===== config.mk =====
export PLATFORM = sky130hd
export DESIGN_NAME = rtc_counter_top
export DESIGN_NICKNAME = d
export VERILOG_FILES = /design/src/hdl/rtc_sync_edge.v /design/src/hdl/rtc_counter_top.v
export VERILOG_INCLUDE_DIRS = /design/src /design/src/hdl
export SDC_FILE = /design/constraint.sdc
export NUM_CORES = 1
export LEC_CHECK = 0
export BUFFER_PORTS_ARGS = -buffer_cell sky130_fd_sc_hd__buf_2
export CORE_MARGIN = 3
export CORE_UTILIZATION = 55
export CTS_BUF_LIST = sky130_fd_sc_hd__clkbuf_16
export DETAILED_ROUTE_END_ITERATION = 8
export PLACE_DENSITY_LB_ADDON = 0.2
export SLEW_MARGIN = 20
export SYNTH_ARGS = -nofsm -noshare
export SYNTH_HDL_FRONTEND = slang
export SYNTH_HIERARCHICAL = 1
export SYNTH_SLANG_ARGS = --single-unit

===== constraint.sdc =====
create_clock -name SYS_CLK_I -period 3 [get_ports SYS_CLK_I]
set_clock_uncertainty 0.15 [all_clocks]
set_input_delay 0.15 -clock SYS_CLK_I [delete_from_list [all_inputs] [get_ports SYS_CLK_I]]
set_output_delay 0.15 -clock SYS_CLK_I [all_outputs]
set_load 0.01 [all_outputs]

===== src/hdl/rtc_consts.vh =====
// Register map, field positions and reset values of the real-time counter
`ifndef RTC_CONSTS_VH
`define RTC_CONSTS_VH

// Register indexes on the plain register port
`define RTC_ADDR_W 5
`define RTC_REG_CTRL 5'h00
`define RTC_REG_STATUS 5'h01
`define RTC_REG_INT_MASK 5'h02
`define RTC_REG_INT_FLAGS 5'h03
`define RTC_REG_EVENT_EN 5'h04
`define RTC_REG_DEBUG 5'h05
`define RTC_REG_CLK_SELECT 5'h07
`define RTC_REG_COUNT 5'h08
`define RTC_REG_PERIOD 5'h0A
`define RTC_REG_COMPARE 5'h0C
`define RTC_REG_TICK_CTRL 5'h10

// Control register fields
`define RTC_CTRL_ENABLE 0
`define RTC_CTRL_PRESC_LSB 1
`define RTC_CTRL_PRESC_MSB 4
`define RTC_CTRL_STANDBY 7

// Flag, mask and event enable layout
`define RTC_FLAG_WRAP 0
`define RTC_FLAG_MATCH 1
`define RTC_FLAG_TICK 2

// Periodic tick control fields
`define RTC_TICK_ENABLE 0
`define RTC_TICK_SEL_LSB 1
`define RTC_TICK_SEL_MSB 4

// Clock source encodings
`define RTC_SRC_CRYSTAL 2'h0
`define RTC_SRC_EXTERNAL 2'h1
`define RTC_SRC_LP_OSC 2'h2
`define RTC_SRC_LP_OSC_DIV 2'h3

// Reset values
`define RTC_RESET_PERIOD 16'hFFFF
`define RTC_RESET_ZERO 16'h0000

// Internal oscillator divider: 32 source edges per tick
`define RTC_OSC_DIV_LAST 5'h1F

`endif


===== src/hdl/rtc_sync_edge.v =====
// Two-flop synchroniser with rising-edge detector for a slow clock pin
`timescale 1ns/1ps
module rtc_sync_edge (
    input wire clk_i,    // System clock
    input wire reset_i,  // Synchronous reset, active high
    input wire async_i,  // Asynchronous slow clock level
    output reg rise_o    // One-cycle pulse on a rising edge
);
    reg meta;
    reg stable;
    reg stable_d;

    // First flop feeds only the second; edge logic reads later stages
    always @(posedge clk_i) begin
        if (reset_i) begin
            meta <= 1'b0;
            stable <= 1'b0;
            stable_d <= 1'b0;
            rise_o <= 1'b0;
        end else begin
            meta <= async_i;
            stable <= meta;
            stable_d <= stable;
            rise_o <= stable & ~stable_d;
        end
    end
endmodule // rtc_sync_edge


===== src/hdl/rtc_counter_top.v =====
// Real-time counter with prescaler, compare, wrap and periodic tick timer
`timescale 1ns/1ps
`include "rtc_consts.vh"

module rtc_counter_top (
    input wire SYS_CLK_I,            // System clock, 50 MHz
    input wire RESET_I,              // Synchronous reset, active high
    input wire [4:0] ADDR_I,         // Register index
    input wire [15:0] WDATA_I,       // Write data
    input wire WRITE_I,              // Write strobe
    input wire READ_I,               // Read strobe
    output reg [15:0] RDATA_O,       // Read data, cycle after strobe
    input wire CRYSTAL_CLK_I,        // External crystal oscillator
    input wire EXT_CLK_I,            // External clock signal
    input wire LP_OSC_CLK_I,         // Internal low power oscillator
    input wire DEBUG_HALT_I,         // Processor halted for debug
    input wire STANDBY_I,            // Standby sleep mode active
    output reg IRQ_O,                // Level interrupt request
    output reg WRAP_EVENT_O,         // Count wrap event pulse
    output reg MATCH_EVENT_O,        // Compare match event pulse
    output reg TICK_EVENT_O          // Periodic tick event pulse
);
    // Reference edges are caught by sampling, so a reference faster than
    // a quarter of the system clock would lose edges

    // Synchronised rising edges of each source pin
    wire crystal_rise;
    wire ext_rise;
    wire osc_rise;

    // Software visible registers
    reg run_enable;
    reg [3:0] presc_sel;
    reg run_in_standby;
    reg [2:0] int_mask;
    reg [2:0] int_flags;
    reg [2:0] event_en;
    reg debug_keep_running;
    reg [1:0] clk_select;
    reg [15:0] count;
    reg [15:0] period;
    reg [15:0] compare_match;
    reg tick_enable;
    reg [3:0] tick_sel;

    // Internal state
    reg [4:0] osc_div;
    reg osc_div_rise;
    reg [14:0] presc_cnt;
    reg [15:0] tick_cnt;
    reg ref_tick;
    reg [2:0] next_flags;
    reg [15:0] next_rdata;

    wire halted;
    wire counter_run;
    wire tick_run;
    wire [14:0] presc_last;
    wire presc_tick;
    wire [15:0] tick_mask;
    wire tick_fire;
    wire count_step;
    wire wrap_hit;
    wire match_hit;
    wire [2:0] clear_req;

    // One synchroniser per source pin
    rtc_sync_edge u_sync_crystal (
        .clk_i(SYS_CLK_I),
        .reset_i(RESET_I),
        .async_i(CRYSTAL_CLK_I),
        .rise_o(crystal_rise)
    );

    rtc_sync_edge u_sync_ext (
        .clk_i(SYS_CLK_I),
        .reset_i(RESET_I),
        .async_i(EXT_CLK_I),
        .rise_o(ext_rise)
    );

    rtc_sync_edge u_sync_osc (
        .clk_i(SYS_CLK_I),
        .reset_i(RESET_I),
        .async_i(LP_OSC_CLK_I),
        .rise_o(osc_rise)
    );

    // Internal oscillator divided by 32 for the slowest source
    always @(posedge SYS_CLK_I) begin
        if (RESET_I) begin
            osc_div <= 5'h00;
            osc_div_rise <= 1'b0;
        end else begin
            osc_div_rise <= osc_rise && (osc_div == `RTC_OSC_DIV_LAST);
            if (osc_rise) begin
                osc_div <= osc_div + 5'h01;
            end
        end
    end

    // Source select; one reference tick feeds both timers
    always @(posedge SYS_CLK_I) begin
        if (RESET_I) begin
            ref_tick <= 1'b0;
        end else begin
            case (clk_select)
                `RTC_SRC_CRYSTAL: ref_tick <= crystal_rise;
                `RTC_SRC_EXTERNAL: ref_tick <= ext_rise;
                `RTC_SRC_LP_OSC: ref_tick <= osc_rise;
                default: ref_tick <= osc_div_rise;
            endcase
        end
    end

    // Debug halt freezes both timers unless told to keep running
    assign halted = DEBUG_HALT_I & ~debug_keep_running;
    // Standby stops the counter only; the tick timer ignores sleep
    assign counter_run = run_enable & ~halted &
        ~(STANDBY_I & ~run_in_standby);
    assign tick_run = tick_enable & ~halted;

    // Power-of-two prescaler, divide by 1 up to 32768
    assign presc_last = (15'h0001 << presc_sel) - 15'h0001;
    assign presc_tick = ref_tick & (presc_cnt == presc_last);

    always @(posedge SYS_CLK_I) begin
        if (RESET_I) begin
            presc_cnt <= 15'h0000;
        end else if (!counter_run) begin
            presc_cnt <= 15'h0000;
        end else if (presc_tick) begin
            presc_cnt <= 15'h0000;
        end else if (ref_tick) begin
            presc_cnt <= presc_cnt + 15'h0001;
        end
    end

    // Compare and wrap are judged on the count that steps away
    assign count_step = counter_run & presc_tick;
    assign wrap_hit = count_step & (count == period);
    assign match_hit = count_step & (count == compare_match);

    // Periodic tick: n = 2^(sel+1), select 0 means stopped; the top
    // select is held at 32768 so no setting goes past the longest period
    assign tick_mask = (tick_sel == 4'hF) ? 16'h7FFF :
        ((16'h0002 << tick_sel) - 16'h0001);
    assign tick_fire = tick_run & ref_tick & (tick_sel != 4'h0) &
        ((tick_cnt & tick_mask) == tick_mask);

    always @(posedge SYS_CLK_I) begin
        if (RESET_I) begin
            tick_cnt <= 16'h0000;
        end else if (!tick_run) begin
            tick_cnt <= 16'h0000;
        end else if (ref_tick) begin
            tick_cnt <= tick_cnt + 16'h0001;
        end
    end

    // Write-one clears, but a fresh event in the same cycle wins
    assign clear_req = (WRITE_I && ADDR_I == `RTC_REG_INT_FLAGS) ?
        WDATA_I[2:0] : 3'h0;

    always @* begin
        next_flags = int_flags & ~clear_req;
        if (wrap_hit) begin
            next_flags[`RTC_FLAG_WRAP] = 1'b1;
        end
        if (match_hit) begin
            next_flags[`RTC_FLAG_MATCH] = 1'b1;
        end
        if (tick_fire) begin
            next_flags[`RTC_FLAG_TICK] = 1'b1;
        end
    end

    // Flags, interrupt and event outputs
    always @(posedge SYS_CLK_I) begin
        if (RESET_I) begin
            int_flags <= 3'h0;
            IRQ_O <= 1'b0;
            WRAP_EVENT_O <= 1'b0;
            MATCH_EVENT_O <= 1'b0;
            TICK_EVENT_O <= 1'b0;
        end else begin
            int_flags <= next_flags;
            IRQ_O <= |(next_flags & int_mask);
            WRAP_EVENT_O <= wrap_hit & event_en[`RTC_FLAG_WRAP];
            MATCH_EVENT_O <= match_hit & event_en[`RTC_FLAG_MATCH];
            TICK_EVENT_O <= tick_fire & event_en[`RTC_FLAG_TICK];
        end
    end

    // Counter: software write wins over a step in the same cycle
    always @(posedge SYS_CLK_I) begin
        if (RESET_I) begin
            count <= `RTC_RESET_ZERO;
        end else if (WRITE_I && ADDR_I == `RTC_REG_COUNT) begin
            count <= WDATA_I;
        end else if (wrap_hit) begin
            count <= `RTC_RESET_ZERO;
        end else if (count_step) begin
            count <= count + 16'h0001;
        end
    end

    // Configuration registers; values apply on the next cycle
    always @(posedge SYS_CLK_I) begin
        if (RESET_I) begin
            run_enable <= 1'b0;
            presc_sel <= 4'h0;
            run_in_standby <= 1'b0;
            int_mask <= 3'h0;
            event_en <= 3'h0;
            debug_keep_running <= 1'b0;
            clk_select <= `RTC_SRC_CRYSTAL;
            period <= `RTC_RESET_PERIOD;
            compare_match <= `RTC_RESET_ZERO;
            tick_enable <= 1'b0;
            tick_sel <= 4'h0;
        end else if (WRITE_I) begin
            case (ADDR_I)
                `RTC_REG_CTRL: begin
                    run_enable <= WDATA_I[`RTC_CTRL_ENABLE];
                    presc_sel <=
                        WDATA_I[`RTC_CTRL_PRESC_MSB:`RTC_CTRL_PRESC_LSB];
                    run_in_standby <= WDATA_I[`RTC_CTRL_STANDBY];
                end
                `RTC_REG_INT_MASK: begin
                    int_mask <= WDATA_I[2:0];
                end
                `RTC_REG_EVENT_EN: begin
                    event_en <= WDATA_I[2:0];
                end
                `RTC_REG_DEBUG: begin
                    debug_keep_running <= WDATA_I[0];
                end
                `RTC_REG_CLK_SELECT: begin
                    clk_select <= WDATA_I[1:0];
                end
                `RTC_REG_PERIOD: begin
                    period <= WDATA_I;
                end
                `RTC_REG_COMPARE: begin
                    compare_match <= WDATA_I;
                end
                `RTC_REG_TICK_CTRL: begin
                    tick_enable <= WDATA_I[`RTC_TICK_ENABLE];
                    tick_sel <= WDATA_I[`RTC_TICK_SEL_MSB:`RTC_TICK_SEL_LSB];
                end
                default: begin
                    run_enable <= run_enable;
                end
            endcase
        end
    end

    // Read mux; status shows running state, unmapped reads give zero
    always @* begin
        next_rdata = 16'h0000;
        case (ADDR_I)
            `RTC_REG_CTRL: begin
                next_rdata[`RTC_CTRL_ENABLE] = run_enable;
                next_rdata[`RTC_CTRL_PRESC_MSB:`RTC_CTRL_PRESC_LSB] =
                    presc_sel;
                next_rdata[`RTC_CTRL_STANDBY] = run_in_standby;
            end
            `RTC_REG_STATUS: begin
                next_rdata[0] = counter_run;
                next_rdata[1] = tick_run;
            end
            `RTC_REG_INT_MASK: next_rdata[2:0] = int_mask;
            `RTC_REG_INT_FLAGS: next_rdata[2:0] = int_flags;
            `RTC_REG_EVENT_EN: next_rdata[2:0] = event_en;
            `RTC_REG_DEBUG: next_rdata[0] = debug_keep_running;
            `RTC_REG_CLK_SELECT: next_rdata[1:0] = clk_select;
            `RTC_REG_COUNT: next_rdata = count;
            `RTC_REG_PERIOD: next_rdata = period;
            `RTC_REG_COMPARE: next_rdata = compare_match;
            `RTC_REG_TICK_CTRL: begin
                next_rdata[`RTC_TICK_ENABLE] = tick_enable;
                next_rdata[`RTC_TICK_SEL_MSB:`RTC_TICK_SEL_LSB] = tick_sel;
            end
            default: next_rdata = 16'h0000;
        endcase
    end

    // Read data stands only in the cycle after the strobe
    always @(posedge SYS_CLK_I) begin
        if (RESET_I) begin
            RDATA_O <= 16'h0000;
        end else if (READ_I) begin
            RDATA_O <= next_rdata;
        end else begin
            RDATA_O <= 16'h0000;
        end
    end
endmodule // rtc_counter_top


======== Yosys cells after proc, flatten, opt, wreduce, memory -nomap -nowiden ========
Index checks and enable logic that the tools add are counted.
word-level totals
  bits in registers ....................... 141
  latch bits .............................. 0
  RAM bits ................................ 0
  bits in read-only memories .............. 0
  input port bits ......................... 30
  word-level logic and storage cells ...... 128
  memories kept ........................... 0
operators by class
  add/subtract/negate cells ............... 6
  $mul .................................... 0
  divide/modulo/power cells ............... 0
  $lt $le $gt $ge ......................... 0
  eq/ne operators ......................... 18
  shifts and indexed selects .............. 2
  mux-type cells .......................... 16
  bitwise gates (word level) .............. 32
  reductions and logical operators ........ 19
operators with widths
  operator                                             count
  two-way mux 16 bit                                   4
  equality test 16 bit                                 3
  adder 16 x 1 -> 16 bit, second input constant        2
  one-hot mux 8 bit (3 select lines)                   1
  bitwise AND 1 bit                                    18
  bitwise AND 16 bit                                   1
  AND reduction 2 bit                                  8
  << shifter 2 x 4 -> 16 bit, first input constant     1
  subtractor 16 x 1 -> 16 bit, second input constant   1
  adder 15 x 1 -> 15 bit, second input constant        1
  equality test 15 bit                                 1
  equality test 5 x 3 -> 1 bit, second input constant  3
  equality test 5 x 4 -> 1 bit, second input constant  3
  << shifter 1 x 4 -> 15 bit, first input constant     1
  subtractor 15 x 1 -> 15 bit, second input constant   1
  one-hot mux 1 bit (11 select lines)                  1
  equality test 5 x 2 -> 1 bit, second input constant  2
  equality test 5 bit, second input constant           2
  inverter 1 bit                                       10
  one-hot mux 1 bit (10 select lines)                  1
  one-hot mux 2 bit (5 select lines)                   1
  one-hot mux 1 bit (8 select lines)                   1
  bitwise AND 3 bit                                    2
  one-hot mux 2 bit (3 select lines)                   1
  17 further kinds                                     23

======== Longest topological paths before layout ========
  word-level depth ........................ 10
  depth in mapped cells ................... 17
  mapped depth without buffers ............ 10

======== Hierarchy ========
Netlist, hierarchy kept.
modules (own cells, without submodules)
  module           times used  cells each  area an instance (sq um)
  rtc_counter_top  1           940         7500.9
  rtc_sync_edge    3           8           111.4

======== Worst setup path before layout ========
No wires, ideal clock.
  path kind ............................... register -> register
  start ................................... reg presc_sel[3]
  end ..................................... reg IRQ_O
  arrival time ............................ 2.927 ns
  data required time ...................... 2.771 ns
  path slack .............................. -0.156 ns
  stages on the path, launching flop included .. 15
  clock period less this slack ............ 3.156 ns
  cell sequence ........................... dfxtp_1 > buf_6 > buf_4 > buf_2 > nor2_1 > nand3_1 > ha_1 > buf_6 > buf_6 > and3_1 > a221o_1 > a32oi_2 > nand4b_2 > or4_1 > o211ai_1
between the ends
  word-level cells in the longest chain between the ends .. 9
  elaborated cells between the ends (all ways) .. 11
  classes of those cells .................. 1 x add/sub; 1 x eq/ne; 1 x shift; 2 x mux; 5 x bitwise; 1 x reduce/logical
ends and longest elaborated chain
  item                                         RTL line                                      text
  start, declared                              rtc_counter_top.v:33                          reg [3:0] presc_sel;
  start signal, assigned                       rtc_counter_top.v:226                         presc_sel <=
  << shifter 1 x 4 -> 15 bit (*)               rtc_counter_top.v:124                         assign presc_last = (15'h0001 << presc_sel) - 15'h0001;
  subtractor 15 x 1 -> 15 bit (*)              rtc_counter_top.v:124
  equality test 15 bit (*)                     rtc_counter_top.v:125                         assign presc_tick = ref_tick & (presc_cnt == presc_last);
  bitwise AND 1 bit (*)                        rtc_counter_top.v:125
  bitwise AND 1 bit (*)                        rtc_counter_top.v:140                         assign count_step = counter_run & presc_tick;
  bitwise AND 1 bit, on equally long branches  rtc_counter_top.v:141, rtc_counter_top.v:142
  two-way mux 1 bit, on equally long branches  rtc_counter_top.v:167, rtc_counter_top.v:170
  bitwise AND 3 bit (*)                        rtc_counter_top.v:188                         IRQ_O <= |(next_flags & int_mask);
  OR reduction 3 bit (*)                       rtc_counter_top.v:188
  end signal, assigned                         rtc_counter_top.v:188
  end, declared                                rtc_counter_top.v:18                          output reg IRQ_O,
Every way passes the cells marked *; elsewhere a longest branch is shown, timed or not.
A chain may end at the register's enable or synchronous reset.

======== Final worst setup path ========
  start ................................... reg presc_sel[3]
  end ..................................... reg MATCH_EVENT_O
between the ends
  word-level cells in the longest chain between the ends .. 7
ends and longest elaborated chain
  item                         RTL line               text
  << shifter 1 x 4 -> 15 bit   rtc_counter_top.v:124
  subtractor 15 x 1 -> 15 bit  rtc_counter_top.v:124
  equality test 15 bit         rtc_counter_top.v:125
  bitwise AND 1 bit            rtc_counter_top.v:125
  bitwise AND 1 bit            rtc_counter_top.v:140
  bitwise AND 1 bit            rtc_counter_top.v:142  assign match_hit = count_step & (count == compare_match);
  bitwise AND 1 bit            rtc_counter_top.v:190  MATCH_EVENT_O <= match_hit & event_en[`RTC_FLAG_MATCH];
  end signal, assigned         rtc_counter_top.v:190
  end, declared                rtc_counter_top.v:20   output reg MATCH_EVENT_O,
Every way passes these cells.

==> run_results.csv <==
group,metric,value,unit
status,status,"finished, final reports clean",
grt,grt_pass1_vias,6508,
grt,grt-ovfl-total,0,
sta,slew-limit-headroom,0.529,
detailed_routing,wire_per_inst,17.7,µm
synth,ys_async_sr_fraction,0,
floorplanning,chipWidth,125,µm
detailed_routing,met1_length,9.64,mm
grt,grt_pass1_wl,34.2,mm
sta,setup_viol,0,
floorplanning,rows,42,
finish,final_cell_mix,"140 x dfxtp_1, 99 x nor2_1, 88 x nand2_1",
critical_path,path_cells,"nor2_4, nand3_2, ha_4, buf_4, clkinv_2, a21oi_1, or3_4, a32oi_4, nand3_4, nor4_2, and2_1",
floorplanning,io_pins,50,
critical_path,cp_max_fo,10,
detailed_routing,via_count,7229,
clocking,cts_buffer_depth,2,
detailed_routing,dr.max_layer_used,"met4",
synth,syn_nets,1001,
finish,area_growth,17.0,%
synth,synth_ff_type,"dfxtp_1",
critical_path,worstSetupPathType,"reg2reg",
finish,final_common_cell,"dfxtp_1",
run,drv_cap,0,
synth,synth-seq-cells,141,
placement,dpl.hpwl,14.0,mm
floorplanning,dieArea,15700,µm²
grt,grt_use_total,0.265,
clocking,postCtsSetupRepairBufs,0,
detailed_routing,drtIter0Drc,971,
sta,final-hold-violation-count,0,
finish,final_cell_count_no_fill,1192,
detailed_routing,drc,0,
synth,synth_area_per_cell,8.13,µm²
finish,drive_gt1_frac,0.157,
critical_path,start_kind,"flip-flop",
synth,yosysUniqueCellTypes,78,
placement,dp.cells,1139,
worst_hold_path,hp-class,"in2reg",
clocking,clk_pin_slew,0.06,ns
detailed_routing,first_pass_iters,6,
finish,layout.nets,1040,
detailed_routing,drt-vias-per-instance,6.06,
critical_path,crit_path_top_delay_cell,"or3_4",
critical_path,slowest_delay,0.39,ns
placement,port_buffers,49,
power,power_density,489,nW/µm²
clocking,cts_tree,"built",
critical_path,worstSetupEndpointType,"flip-flop",
detailed_routing,wl_met3,1.81,mm
power,p_leak,3.48,nW
clocking,clk_latency,0.42,ns
detailed_routing,wl_met2,9.21,mm
grt,grt_start_max_net_pins,37,
clocking,root_buffer,"clkbuf_16",
power,peakVddDrop,450,µV
detailed_routing,drt_wl_total,21.1,mm
critical_path,cp.arrival,3.01,ns
finish,diodes,0,
placement,gp_congestion,0.885,
clocking,htreeDepth,4,
sta,fmax,358,MHz
floorplanning,initial_core_util,0.578,
synth,ys.warnings.count,6,
sta,worst_slew_pin_slew,0.704,ns
synth,netlist_area,7840,µm²
sta,rsz0062_at_grt,"false",
floorplanning,core_area,13600,µm²
synth,yosysSeqAreaShare,0.360,
floorplanning,die_y,125,µm
sta,period_share,0.931,
grt,antenna_found_initial,0,
placement,pre_cts_slack,0.0339,ns
critical_path,crit_required,3.22,ns
sta,period_minus_slack,2.79,ns
clocking,cts_sinks,141,
synth,syn-instance-count,964,
clocking,cts_made_buffers,17,
sta,maxSlewViolCount,0,
detailed_routing,final_antenna_net_count,0,
sta,setup_ws,0.207,ns
synth,synth-edff-count,0,
==> Yosys cell counts (3+ instances only) <==
library cell  instances  area share
a211o_1              16       0.018
a211oi_1              8      0.0077
a21oi_1              63       0.040
a31oi_1              20       0.016
and2_1               11      0.0088
and3_1               34       0.027
buf_1                 6      0.0029
buf_2                 4      0.0026
buf_4                 3      0.0029
buf_6                 7       0.010
clkbuf_1             64       0.031
dfxtp_1             141        0.36
ha_1                  7       0.011
inv_1                15      0.0072
mux2i_1              41       0.052
nand2_1              88       0.042
nand2b_1             13       0.010
nand3_1              45       0.029
nand3b_1              4      0.0038
nand4_1              20       0.016
nand4b_1              3      0.0034
nor2_1              100       0.048
nor2_2               10      0.0080
nor2b_1              17       0.014
nor3_1               15      0.0096
nor3b_2               3      0.0048
nor4_1               19       0.015
nor4b_1               4      0.0045
o211ai_1              6      0.0057
o21a_1                3      0.0029
o21ai_0              26       0.017
o21bai_1             10      0.0096
o22ai_1               4      0.0032
o31ai_1              12       0.011
or3_1                 6      0.0048
xnor2_1              25       0.028
xor2_1               40       0.045
==> cell families after synthesis <==
family	share of synthesized area
adder cells (fa/ha/maj)	0.0125
XOR/XNOR	0.0747
multiplexers	0.0581
AND/OR/NAND/NOR	0.269
buffers and inverters	0.0604
flip-flops	0.360
AO/OA/AOI/OAI	0.165
==> area by class of cell <==
type / instances / area, µm²
Tap cell: 176 / 220
Inverter: 17 / 65.1
Multi-Input combinational cell: 720 / 4640
Clock buffer: 17 / 425
Timing Repair Buffer: 106 / 776
Clock inverter: 15 / 220
Sequential cell: 141 / 2820
Fill cell: 1133 / 4390
==> power by group <==
group / switching, W / internal [W] / leakage (nW)
clock network: 0.000836 / 0.00147 / 0.308
logic: 0.000161 / 0.000109 / 2.04
registers: 0.0000163 / 0.00189 / 1.14
total: 0.00101 / 0.00347 / 3.48
==> sequential cells by signal, indices dropped and copies added (netlist names), 2 cells and up <==
name           count
RDATA_O           16
tick_cnt          16
presc_cnt         15
compare_match     16
int_mask           3
count             16
osc_div            5
event_en           3
presc_sel          4
tick_sel           4
clk_select         2
period            16
int_flags          3
==> worst paths after layout <==
check / start / endpoint / slack (ns) / cells after the start
max: presc_sel[3] / MATCH_EVENT_O / 0.21 / 11
min: ADDR_I[3] / RDATA_O[1] / 0.04 / 4
max reg2reg: presc_sel[3] / MATCH_EVENT_O / 0.21 / 11
min reg2reg: u_sync_ext/stable_d / u_sync_ext/rise_o / 0.25 / 1
==> through the flow <==
| step | TNS [ns] | cell area, µm² | power (W) | util | hold slack [ns] |
|---|---|---|---|---|---|
| 5_1_grt | 0 | 9170 | 0.00461 | 0.676 | 0.107 |
| 3_3_place_gp | 0 | 8280 | 0.00218 | 0.611 | 0.206 |
| 4_1_cts | 0 | 9140 | 0.00451 | 0.674 | 0.0144 |
| 6_report | 0 | 9170 | 0.00448 | 0.676 | 0.0447 |
| 3_5_place_dp | 0 | 8280 | 0.00218 | 0.611 | 0.215 |
| 2_1_floorplan | -0.0304 | 7910 | 0.00210 | - | 0.0707 |
==> layer usage <==
metal / vias up / global-route usage
met3: 39 / 0.0512
met4: 0 / 0.0791
li1: 3485 / -
met1: 3393 / 0.386
met2: 312 / 0.398
met5: - / 0
==> worst max-delay path, delay by kind of cell, from the launching register on <==
family / cells / cell delay [ns]
AND/OR/NAND/NOR: 6 / 1.41
buffers and inverters: 2 / 0.25
AO/OA/AOI/OAI: 2 / 0.36
adder cells (fa/ha/maj): 1 / 0.23
flip-flops: 1 / 0.33
==> timing repair <==
action,4_1_cts,5_1_grt
setup endpoints to repair,1,36
resized for setup,1,5
hold buffers,21,0
endpoints found under the hold margin,67,0
Note: power is estimated with default switching activity, not from simulation.
